===== src/include/cswt_defines.vh =====
// Register map, field positions and timing constants of the wake timer block
`ifndef CSWT_DEFINES_VH
`define CSWT_DEFINES_VH

// ----------------------------------------------------------------
// Register byte offsets
// ----------------------------------------------------------------
`define CSWT_OFF_FIRST_TIMER    12'h000
`define CSWT_OFF_SECOND_TIMER   12'h004
`define CSWT_OFF_WAKE_SRC       12'h008
`define CSWT_OFF_HS_MAP         12'h00C
`define CSWT_OFF_FLAGS_A        12'h010
`define CSWT_OFF_FLAGS_B        12'h014
`define CSWT_OFF_LEVELS         12'h018
`define CSWT_OFF_STATUS         12'h01C

// ----------------------------------------------------------------
// Timer setup fields: period [2:0], on-time [6:4]
// ----------------------------------------------------------------
`define CSWT_PER_LSB            0
`define CSWT_ON_LSB             4
`define CSWT_ON_OFF_LOW         3'h0
`define CSWT_ON_OFF_HIGH        3'h7
`define CSWT_TIMER_RST          7'h00

// ----------------------------------------------------------------
// Flags A: [2:0] wake input events; B: [1:0] timer wake events
// Status: [0] on-time exceeds period error, [1] sleep request blocked
// ----------------------------------------------------------------
`define CSWT_ST_ERR_BIT         0
`define CSWT_ST_BLK_BIT         1

// ----------------------------------------------------------------
// Timing (clock 250 MHz, 4 ns)
// ----------------------------------------------------------------
`define CSWT_CLK_PERIOD_NS      4
`define CSWT_TICK_NS            100000
`define CSWT_TICK_CYC           (`CSWT_TICK_NS / `CSWT_CLK_PERIOD_NS)
`define CSWT_FILTER_NS          16000
`define CSWT_FILTER_CYC         (`CSWT_FILTER_NS / `CSWT_CLK_PERIOD_NS)

// Device modes
`define CSWT_MODE_NORMAL        2'h0
`define CSWT_MODE_STOP          2'h1
`define CSWT_MODE_SLEEP         2'h2
`define CSWT_MODE_FAILSAFE      2'h3

`endif


===== src/rtl/cswt_tick_gen.v =====
// Prescaler producing a 0.1 ms tick for the wake timers
`timescale 1ns/100ps
`include "cswt_defines.vh"

module cswt_tick_gen #(
  parameter TICK_CYC = `CSWT_TICK_CYC
) (
  // Clock and reset
  input  wire pclk,
  input  wire presetn,
  // Tick out
  output reg  tick_ff
);

  reg [16:0] cnt_ff;
  wire       wrap = (cnt_ff == TICK_CYC - 1);

  always @(posedge pclk or negedge presetn) begin
    if (!presetn) begin
      cnt_ff  <= 17'h00000;
      tick_ff <= 1'b0;
    end else begin
      cnt_ff  <= wrap ? 17'h00000 : cnt_ff + 17'h00001;
      tick_ff <= wrap;
    end
  end

endmodule // cswt_tick_gen


===== src/rtl/cswt_timer.v =====
// One wake timer: period and on-time in 0.1 ms ticks
`timescale 1ns/100ps
`include "cswt_defines.vh"

module cswt_timer (
  // Clock and reset
  input  wire       pclk,
  input  wire       presetn,
  // Control
  input  wire       tick,
  input  wire [2:0] period_sel,
  input  wire [2:0] on_sel,
  // Status
  output reg        on_ff,
  output reg        start_ff,
  output reg        end_ff,
  output wire       running,
  output wire       too_long
);

  function [15:0] per_ticks;
    input [2:0] s;
    begin
      case (s)
        3'h0:    per_ticks = 16'h0064;
        3'h1:    per_ticks = 16'h00C8;
        3'h2:    per_ticks = 16'h01F4;
        3'h3:    per_ticks = 16'h03E8;
        3'h4:    per_ticks = 16'h07D0;
        3'h5:    per_ticks = 16'h2710;
        default: per_ticks = 16'h4E20;
      endcase
    end
  endfunction

  function [15:0] on_ticks;
    input [2:0] s;
    begin
      case (s)
        3'h1:    on_ticks = 16'h0001;
        3'h2:    on_ticks = 16'h0003;
        3'h3:    on_ticks = 16'h000A;
        3'h4:    on_ticks = 16'h0064;
        3'h5:    on_ticks = 16'h00C8;
        default: on_ticks = 16'h0000;
      endcase
    end
  endfunction

  reg  [15:0] cnt_ff;
  wire [15:0] per = per_ticks(period_sel);
  wire [15:0] ont = on_ticks(on_sel);

  // Off codes and unused codes keep the timer idle
  assign running  = (ont != 16'h0000);
  assign too_long = running && (ont > per);

  always @(posedge pclk or negedge presetn) begin
    if (!presetn) begin
      cnt_ff   <= 16'h0000;
      on_ff    <= 1'b0;
      start_ff <= 1'b0;
      end_ff   <= 1'b0;
    end else begin
      start_ff <= 1'b0;
      end_ff   <= 1'b0;
      if (!running) begin
        cnt_ff <= 16'h0000;
        on_ff  <= 1'b0;
      end else if (tick) begin
        // Off at the tick after ont ticks, so a one-tick on-time still pulses
        if (cnt_ff == 16'h0000) begin
          on_ff    <= 1'b1;
          start_ff <= 1'b1;
        end else if (cnt_ff == ont) begin
          on_ff  <= 1'b0;
          end_ff <= 1'b1;
        end
        cnt_ff <= (cnt_ff + 16'h0001 >= per) ? 16'h0000
                                             : cnt_ff + 16'h0001;
      end
    end
  end

endmodule // cswt_timer


===== src/rtl/cswt_top.v =====
// Cyclic sense and cyclic wake timer block with APB register access
//
// Behaviour
// - Timer runs once non-off on-time written
// - Periods 10,20,50,100,200 ms, 1,2 s
// - On-times 0.1..20 ms plus off low/high
// - Off setting holds switch at idle level
// - Error flag when on-time exceeds period
// - First sample is reference; change wakes
// - 16 us filter after on-time, stable required
// - Wake sets per-input event flag
// - Level status updated only on samples
// - Fail-safe disables switch and sensing
// - Switch faults disable that switch
// - Timers keep running after switch fault
// - Stop gives interrupt, sleep gives wake-up
// - Uncleared flags make sleep wake at once
// - Enabled timer gives periodic interrupt
// - Interrupt each on-time start but first
// - Timers mappable to switches by register
`timescale 1ns/100ps
`include "cswt_defines.vh"

module cswt_top #(
  parameter NUM_WAKE = 3,
  parameter NUM_HS   = 4,
  parameter TICK_CYC = `CSWT_TICK_CYC
) (
  // Clock and reset
  input  wire                pclk,
  input  wire                presetn,
  // APB slave
  input  wire                psel,
  input  wire                penable,
  input  wire                pwrite,
  input  wire [11:0]         paddr,
  input  wire [31:0]         pwdata,
  output reg  [31:0]         prdata,
  output reg                 pready,
  output reg                 pslverr,
  // Device mode and faults
  input  wire [1:0]          dev_mode,
  input  wire                sleep_req,
  input  wire [NUM_HS-1:0]   hs_fault,
  // Wake inputs
  input  wire [NUM_WAKE-1:0] wake_input_pin,
  // Switch outputs and events
  output reg  [NUM_HS-1:0]   high_side_switch,
  output reg                 int_req_ff,
  output reg                 supply_wake_ff
);

  // ----------------------------------------------------------------
  // Registers
  // ----------------------------------------------------------------
  reg [6:0]           first_timer_setup;
  reg [6:0]           second_timer_setup;
  reg [1:0]           wake_source_enable_ctrl;
  reg [2*NUM_HS-1:0]  high_side_timer_map;
  reg [NUM_WAKE-1:0]  wake_event_flags_a;
  reg [1:0]           wake_event_flags_b;
  reg [NUM_WAKE-1:0]  wake_input_level_flags;
  reg                 err_ff;
  reg                 blk_ff;
  reg [NUM_HS-1:0]    hs_dis_ff;
  reg [NUM_WAKE-1:0]  ref_ff;
  reg [NUM_WAKE-1:0]  ref_ok_ff;
  reg [NUM_WAKE-1:0]  samp_ff;
  reg [NUM_WAKE-1:0]  flt_bad_ff;
  reg [12:0]          flt_cnt_ff;
  reg                 flt_act_ff;
  reg [1:0]           first_seen_ff;
  reg [1:0]           mode_q_ff;

  wire       tick;
  wire [1:0] t_on;
  wire [1:0] t_start;
  wire [1:0] t_end;
  wire [1:0] t_run;
  wire [1:0] t_long;

  // ----------------------------------------------------------------
  // Timers
  // ----------------------------------------------------------------
  cswt_tick_gen #(
    .TICK_CYC (TICK_CYC)
  ) u_tick (
    .pclk    (pclk),
    .presetn (presetn),
    .tick_ff (tick)
  );

  // Fail-safe stops cyclic operation; switch faults leave timers running
  wire fs = (dev_mode == `CSWT_MODE_FAILSAFE);

  cswt_timer u_t1 (
    .pclk       (pclk),
    .presetn    (presetn),
    .tick       (tick),
    .period_sel (first_timer_setup[2:0]),
    .on_sel     (fs ? `CSWT_ON_OFF_LOW : first_timer_setup[6:4]),
    .on_ff      (t_on[0]),
    .start_ff   (t_start[0]),
    .end_ff     (t_end[0]),
    .running    (t_run[0]),
    .too_long   (t_long[0])
  );

  cswt_timer u_t2 (
    .pclk       (pclk),
    .presetn    (presetn),
    .tick       (tick),
    .period_sel (second_timer_setup[2:0]),
    .on_sel     (fs ? `CSWT_ON_OFF_LOW : second_timer_setup[6:4]),
    .on_ff      (t_on[1]),
    .start_ff   (t_start[1]),
    .end_ff     (t_end[1]),
    .running    (t_run[1]),
    .too_long   (t_long[1])
  );

  // ----------------------------------------------------------------
  // APB access
  // ----------------------------------------------------------------
  wire setup  = psel && !penable;
  wire access = psel && penable && pready;
  wire wr     = access && pwrite;

  function mapped;
    input [11:0] a;
    begin
      mapped = (a[1:0] == 2'h0) && (a <= `CSWT_OFF_STATUS);
    end
  endfunction

  // ----------------------------------------------------------------
  // Switch drive
  // ----------------------------------------------------------------
  // Idle level of a timer from its off code
  wire [1:0] idle_hi;
  assign idle_hi[0] = (first_timer_setup[6:4] == `CSWT_ON_OFF_HIGH);
  assign idle_hi[1] = (second_timer_setup[6:4] == `CSWT_ON_OFF_HIGH);

  // Map field per switch: 0 none, 1 timer one, 2 timer two
  reg [NUM_HS-1:0] nxt_hs;
  integer i;
  always @* begin
    nxt_hs = {NUM_HS{1'b0}};
    for (i = 0; i < NUM_HS; i = i + 1) begin
      case (high_side_timer_map[2*i +: 2])
        2'h1:    nxt_hs[i] = t_run[0] ? t_on[0] : idle_hi[0];
        2'h2:    nxt_hs[i] = t_run[1] ? t_on[1] : idle_hi[1];
        default: nxt_hs[i] = 1'b0;
      endcase
      if (hs_dis_ff[i] || fs)
        nxt_hs[i] = 1'b0;
    end
  end

  // ----------------------------------------------------------------
  // Sampling and filter
  // ----------------------------------------------------------------
  // Timers used for sensing are those mapped to any switch
  reg [1:0] sense_t;
  integer j;
  always @* begin
    sense_t = 2'h0;
    for (j = 0; j < NUM_HS; j = j + 1) begin
      if (high_side_timer_map[2*j +: 2] == 2'h1)
        sense_t[0] = 1'b1;
      if (high_side_timer_map[2*j +: 2] == 2'h2)
        sense_t[1] = 1'b1;
    end
  end

  wire flt_start = |(t_end & sense_t) && !fs;
  wire flt_done  = flt_act_ff &&
                   (flt_cnt_ff == `CSWT_FILTER_CYC - 1);
  wire [NUM_WAKE-1:0] stable = ~flt_bad_ff &
                               ~(samp_ff ^ wake_input_pin);
  wire [NUM_WAKE-1:0] wake_hit = {NUM_WAKE{flt_done}} & stable &
                                 ref_ok_ff & (samp_ff ^ ref_ff);

  // Cyclic wake events, first start after timer start skipped
  wire [1:0] cyc_evt = t_start & first_seen_ff &
                       wake_source_enable_ctrl;

  wire low_pwr_ok = (dev_mode == `CSWT_MODE_NORMAL) ||
                    (dev_mode == `CSWT_MODE_STOP);

  // Sleep entry with pending flags is turned into a wake
  wire pend = |wake_event_flags_a || |wake_event_flags_b;
  wire sleep_entry = (dev_mode == `CSWT_MODE_SLEEP) &&
                     (mode_q_ff != `CSWT_MODE_SLEEP);

  reg [31:0] rd;
  always @* begin
    case (paddr)
      `CSWT_OFF_FIRST_TIMER:  rd = {25'h0, first_timer_setup};
      `CSWT_OFF_SECOND_TIMER: rd = {25'h0, second_timer_setup};
      `CSWT_OFF_WAKE_SRC:     rd = {30'h0, wake_source_enable_ctrl};
      `CSWT_OFF_HS_MAP: rd = {{(32-2*NUM_HS){1'b0}}, high_side_timer_map};
      `CSWT_OFF_FLAGS_A: rd = {{(32-NUM_WAKE){1'b0}}, wake_event_flags_a};
      `CSWT_OFF_FLAGS_B:      rd = {30'h0, wake_event_flags_b};
      `CSWT_OFF_LEVELS:
        rd = {{(32-NUM_WAKE){1'b0}}, wake_input_level_flags};
      `CSWT_OFF_STATUS:       rd = {30'h0, blk_ff, err_ff};
      default:                rd = 32'h00000000;
    endcase
  end

  // ----------------------------------------------------------------
  // Sequential logic
  // ----------------------------------------------------------------
  always @(posedge pclk or negedge presetn) begin
    if (!presetn) begin
      first_timer_setup       <= `CSWT_TIMER_RST;
      second_timer_setup      <= `CSWT_TIMER_RST;
      wake_source_enable_ctrl <= 2'h0;
      high_side_timer_map     <= {2*NUM_HS{1'b0}};
      wake_event_flags_a      <= {NUM_WAKE{1'b0}};
      wake_event_flags_b      <= 2'h0;
      wake_input_level_flags  <= {NUM_WAKE{1'b0}};
      err_ff                  <= 1'b0;
      blk_ff                  <= 1'b0;
      hs_dis_ff               <= {NUM_HS{1'b0}};
      ref_ff                  <= {NUM_WAKE{1'b0}};
      ref_ok_ff               <= {NUM_WAKE{1'b0}};
      samp_ff                 <= {NUM_WAKE{1'b0}};
      flt_bad_ff              <= {NUM_WAKE{1'b0}};
      flt_cnt_ff              <= 13'h0000;
      flt_act_ff              <= 1'b0;
      first_seen_ff           <= 2'h0;
      mode_q_ff               <= `CSWT_MODE_NORMAL;
      high_side_switch        <= {NUM_HS{1'b0}};
      int_req_ff              <= 1'b0;
      supply_wake_ff          <= 1'b0;
      prdata                  <= 32'h00000000;
      pready                  <= 1'b0;
      pslverr                 <= 1'b0;
    end else begin
      // No wait state: ready rises the cycle after setup
      pready   <= setup;
      pslverr  <= setup && !mapped(paddr);
      prdata   <= (setup && !pwrite) ? rd : 32'h00000000;
      mode_q_ff <= dev_mode;
      high_side_switch <= nxt_hs;

      if (wr && paddr == `CSWT_OFF_FIRST_TIMER)
        first_timer_setup <= pwdata[6:0];
      if (wr && paddr == `CSWT_OFF_SECOND_TIMER)
        second_timer_setup <= pwdata[6:0];
      if (wr && paddr == `CSWT_OFF_WAKE_SRC)
        wake_source_enable_ctrl <= pwdata[1:0];
      if (wr && paddr == `CSWT_OFF_HS_MAP)
        high_side_timer_map <= pwdata[2*NUM_HS-1:0];

      // Error is sticky; write one to clear, a new error wins
      if (|t_long)
        err_ff <= 1'b1;
      else if (wr && paddr == `CSWT_OFF_STATUS &&
               pwdata[`CSWT_ST_ERR_BIT])
        err_ff <= 1'b0;
      if (sleep_entry && pend)
        blk_ff <= 1'b1;
      else if (wr && paddr == `CSWT_OFF_STATUS &&
               pwdata[`CSWT_ST_BLK_BIT])
        blk_ff <= 1'b0;

      // Fault latches the switch off until the map is rewritten
      if (wr && paddr == `CSWT_OFF_HS_MAP)
        hs_dis_ff <= hs_fault;
      else if (dev_mode != `CSWT_MODE_FAILSAFE)
        hs_dis_ff <= hs_dis_ff | hs_fault;

      // First start of each timer is not reported
      first_seen_ff <= (first_seen_ff | t_start) & t_run;

      // Filter window after each sensing on-time
      if (flt_start) begin
        flt_act_ff <= 1'b1;
        flt_cnt_ff <= 13'h0000;
        samp_ff    <= wake_input_pin;
        flt_bad_ff <= {NUM_WAKE{1'b0}};
      end else if (flt_act_ff) begin
        flt_bad_ff <= flt_bad_ff | (samp_ff ^ wake_input_pin);
        flt_cnt_ff <= flt_cnt_ff + 13'h0001;
        if (flt_done)
          flt_act_ff <= 1'b0;
      end

      // Stable samples become the reference for next cycle
      if (flt_done) begin
        ref_ff    <= (ref_ff & ~stable) | (samp_ff & stable);
        ref_ok_ff <= ref_ok_ff | stable;
        if (low_pwr_ok)
          wake_input_level_flags <= (wake_input_level_flags & ~stable) |
                                    (samp_ff & stable);
      end
      if (fs) begin
        ref_ok_ff  <= {NUM_WAKE{1'b0}};
        flt_act_ff <= 1'b0;
      end

      // Event flags: set wins over write-one-to-clear
      wake_event_flags_a <= (wake_event_flags_a &
        ~((wr && paddr == `CSWT_OFF_FLAGS_A) ?
          pwdata[NUM_WAKE-1:0] : {NUM_WAKE{1'b0}})) | wake_hit;
      wake_event_flags_b <= (wake_event_flags_b &
        ~((wr && paddr == `CSWT_OFF_FLAGS_B) ?
          pwdata[1:0] : 2'h0)) | (low_pwr_ok ? cyc_evt : 2'h0);

      // Interrupt in normal/stop, supply wake from sleep
      int_req_ff <= low_pwr_ok &&
                    ((|wake_hit) || (|cyc_evt));
      supply_wake_ff <= (dev_mode == `CSWT_MODE_SLEEP) &&
                        ((|wake_hit) || (sleep_entry && pend));
    end
  end

endmodule // cswt_top


===== config.mk =====
export PLATFORM = sky130hd
export DESIGN_NAME = cswt_top
export DESIGN_NICKNAME = d
export VERILOG_FILES = /design/src/rtl/cswt_tick_gen.v /design/src/rtl/cswt_timer.v /design/src/rtl/cswt_top.v
export VERILOG_INCLUDE_DIRS = /design/src /design/src/include
export SDC_FILE = /design/constraint.sdc
export NUM_CORES = 1
export LEC_CHECK = 0
export BUFFER_PORTS_ARGS = -buffer_cell sky130_fd_sc_hd__buf_2
export CAP_MARGIN = 20
export CORE_MARGIN = 3
export CORE_UTILIZATION = 40
export DETAILED_ROUTE_END_ITERATION = 16
export PLACE_DENSITY_LB_ADDON = 0.08
export REMOVE_ABC_BUFFERS = 1
export SYNTH_ARGS = -nofsm -noshare
export SYNTH_HDL_FRONTEND = slang
export SYNTH_SLANG_ARGS = --single-unit

===== constraint.sdc =====
create_clock -name pclk -period 3.7 [get_ports pclk]
set_input_delay 0.37 -clock pclk [delete_from_list [all_inputs] [get_ports pclk]]
set_output_delay 0.37 -clock pclk [all_outputs]
set_load 0.02 [all_outputs]

==> results.toml <==
[global_route]
grt_usage = 0.179
grt_max_degree = 103
antenna_found_initial = 1
grt_pass1_wl_mm = 32.3
grt_pass1_vias = 6367
grt_overflow = 0

[placement]
io_buffers = 49
dpl_cell_area_um2 = 8790
place.gp.congestion = 0.858
dp_cells = 1163
dp.final_hpwl_mm = 14.6

[route]
drt-initial-drc-count = 389
wl_mm = 19.8
drtAntennaViolNets = 0
routed-via-count = 6520
viasPerCell = 5.45
wl_per_cell_um = 16.6
dr.pass1.iters = 7
drc = 0

[timing]
slew_viol_final = 0
clock_skew_ps = 12.6
worstMarginPinSlew_ps = 957
fmax_mhz = 286
min_period_ps = 3490
min_period_over_period = 0.945
whs_ps = 5.25
rsz0062_at_grt = "false"
fin_tns_setup_ps = 0
hold_viol_final = 0
relSlewSlack = 0.362
setup_viol = 0

[final_layout]
area_delta_synth_final_pct = 13.4
final_cell_mix = "dfrtp_1, nor2_1, nand2_1, ha_1, buf_2"
stdcell_count = 1196
drive_above_1_share = 0.130
n_fill_cell = 1948
fin_nets = 1024
design_area_um2 = 9450
diodes = 0
post-route-util = 0.464
multiInputGateArea_um2 = 4450
final_common_cell = "dfrtp_1"
seq_area_um2 = 3500

[yosys]
synth_cell_type_count = 69
synth_edf_count = 0
syn_area_um2 = 8340
yosysSeqAreaShare = 0.420
syn_avg_cell_area_um2 = 9.55
synthArstFlopShare = 1.00
synth_ff_type = "dfrtp_1"
syn_inst = 873
ys_ff_latch = 140
yosysWarnings = 0

[clocking]
cts_root_buf = "clkbuf_16"
cts_sinks = 140
numCtsBuffers = 17
clk_latency_ps = 420
clockBufferDepth = 2
cts_max_level = 4
cts_tree = "built"
cts_hold_buf = 0
clk_pin_slew_ps = 60

[critical_path]
crit_fanout = 15
start_kind = "register"
r2r-end = "u_t1.cnt_ff[13]$_DFFE_PN0P_"
r2r_start = "u_t1.cnt_ff[0]$_DFFE_PN0P_"
reg2reg_slack_ps = 210
reg2reg_depth = 13
path_class = "reg2reg"
cp.required_ps = 4010
critPathArrivalTime_ps = 3800
end_kind = "register"

[die]
initial_core_util = 0.409
core_um2 = 20400
die_y_um = 150
fp.dieW_um = 150
ioPinCount = 99
fp-row-count = 52
dieArea_um2 = 22600

[flow_run]
drv_cap = 0

[power]
ir_worst_vdd_v = 0.000266
powerDensity_nw_per_um2 = 385
leakage_nw = 4.44

[status]
status = "complete, no violations"

[hold_path]
min_path_type = "in2async"
-- critical path, stage by stage, from the launching register on --
cell and delay, ps:
dfrtp_1 460, ha_2 280, nand2_1 140, nor4_4 350
nand3_1 130, xnor2_1 170, ha_1 350, nand2_1 140
o311ai_0 420, nor3_1 140, o2111a_1 170, buf_4 190
and3_1 190, a221o_1 250
-- cells in the mapped netlist (16+ instances only) --
cell | instances | area share
xnor2_1 | 30 | 0.032
ha_1 | 52 | 0.078
o21ai_0 | 28 | 0.017
dfrtp_1 | 140 | 0.42
nand4_1 | 16 | 0.012
inv_1 | 34 | 0.015
and3_1 | 21 | 0.016
nand3_1 | 39 | 0.023
nor2_1 | 85 | 0.038
nand2_1 | 73 | 0.033
clkbuf_1 | 33 | 0.015
a21oi_1 | 32 | 0.019
nor4_1 | 17 | 0.013
nor3_1 | 26 | 0.016
mux2_1 | 18 | 0.024
xor2_1 | 33 | 0.035
buf_4 | 25 | 0.023
-- report_power, final --
| group | internal (mW) | switching [mW] | total [mW] |
|---|---|---|---|
| registers | 1.57 | 0.0367 | 1.61 |
| logic | 0.0630 | 0.121 | 0.184 |
| clock network | 1.14 | 0.705 | 1.85 |
-- registers in the layout, indices dropped and copies added, names as in the netlist, 4 cells and up, named ones only --
register / flops
u_tick.cnt_ff: 17
u_t1.cnt_ff: 16
u_t2.cnt_ff: 16
flt_cnt_ff: 13
high_side_timer_map: 8
prdata: 8
first_timer_setup: 7
second_timer_setup: 7
high_side_switch: 4
hs_dis_ff: 4
-- cells by family after synthesis --
| kind of cell | Yosys count | share of synthesized area |
|---|---|---|
| and+or+nand+nor | 333 | 0.199 |
| AOI/OAI and AO/OA | 145 | 0.121 |
| DFF | 140 | 0.420 |
| buffers and inverters | 100 | 0.0578 |
| other | 1 | 0.000450 |
| adders and majority gates | 52 | 0.0781 |
| muxes | 39 | 0.0567 |
| xor gates and xnor gates | 63 | 0.0662 |
-- cell type report --
cell class,instances,area share
inverter,34,0.0135
sequential,140,0.371
clock inverter,14,0.0221
tap,270,0.0357
multi-input combinational,656,0.471
timing repair buffer,64,0.0412
clock buffer,18,0.0454
-- stage by stage --
| stage | worst slack (ps) | total power [mW] |
|---|---|---|
| final | 205 | 3.64 |
| after floorplan | 577 | 1.73 |
| after global routing | 30.8 | 3.79 |
| after detailed placement | 95.2 | 1.82 |
| after global placement | 245 | 1.81 |
| after CTS | 83.8 | 3.69 |
-- how the worst max path moves through the flow --
| stage | from | to | slack [ps] | depth (start not counted) |
|---|---|---|---|---|
| after floorplan | u_t1.cnt_ff[1]$_DFFE_PN0P_ | u_t1.cnt_ff[13]$_DFFE_PN0P_ | 580 | 12 |
| after detailed placement | u_t1.cnt_ff[0]$_DFFE_PN0P_ | u_t1.cnt_ff[13]$_DFFE_PN0P_ | 100 | 13 |
| after global placement | u_t1.cnt_ff[0]$_DFFE_PN0P_ | u_t1.cnt_ff[13]$_DFFE_PN0P_ | 240 | 13 |
| after CTS | u_t1.cnt_ff[0]$_DFFE_PN0P_ | u_t1.cnt_ff[13]$_DFFE_PN0P_ | 80 | 13 |
| final | u_t1.cnt_ff[0]$_DFFE_PN0P_ | u_t1.cnt_ff[13]$_DFFE_PN0P_ | 210 | 13 |
| after global routing | u_t1.cnt_ff[0]$_DFFE_PN0P_ | u_t1.cnt_ff[13]$_DFFE_PN0P_ | 30 | 13 |
-- layer usage --
layer / part of all wire / routed length (µm) / vias up / GRT usage
li1: - / - / 3160 / -
met1: 0.46 / 9060 / 3208 / 0.240
met2: 0.49 / 9620 / 131 / 0.296
met3: 0.045 / 892 / 19 / 0.0373
met4: 0.012 / 230 / 2 / 0.0435
met5: 0.00066 / 13 / - / 0
-- what timing repair did --
| action | CTS | global route |
|---|---|---|
| endpoints found under the setup margin | 0 | 14 |
| resized for setup | 0 | 3 |
| buffers inserted | 0 | 0 |
Note: power is estimated with default switching activity, not from simulation.
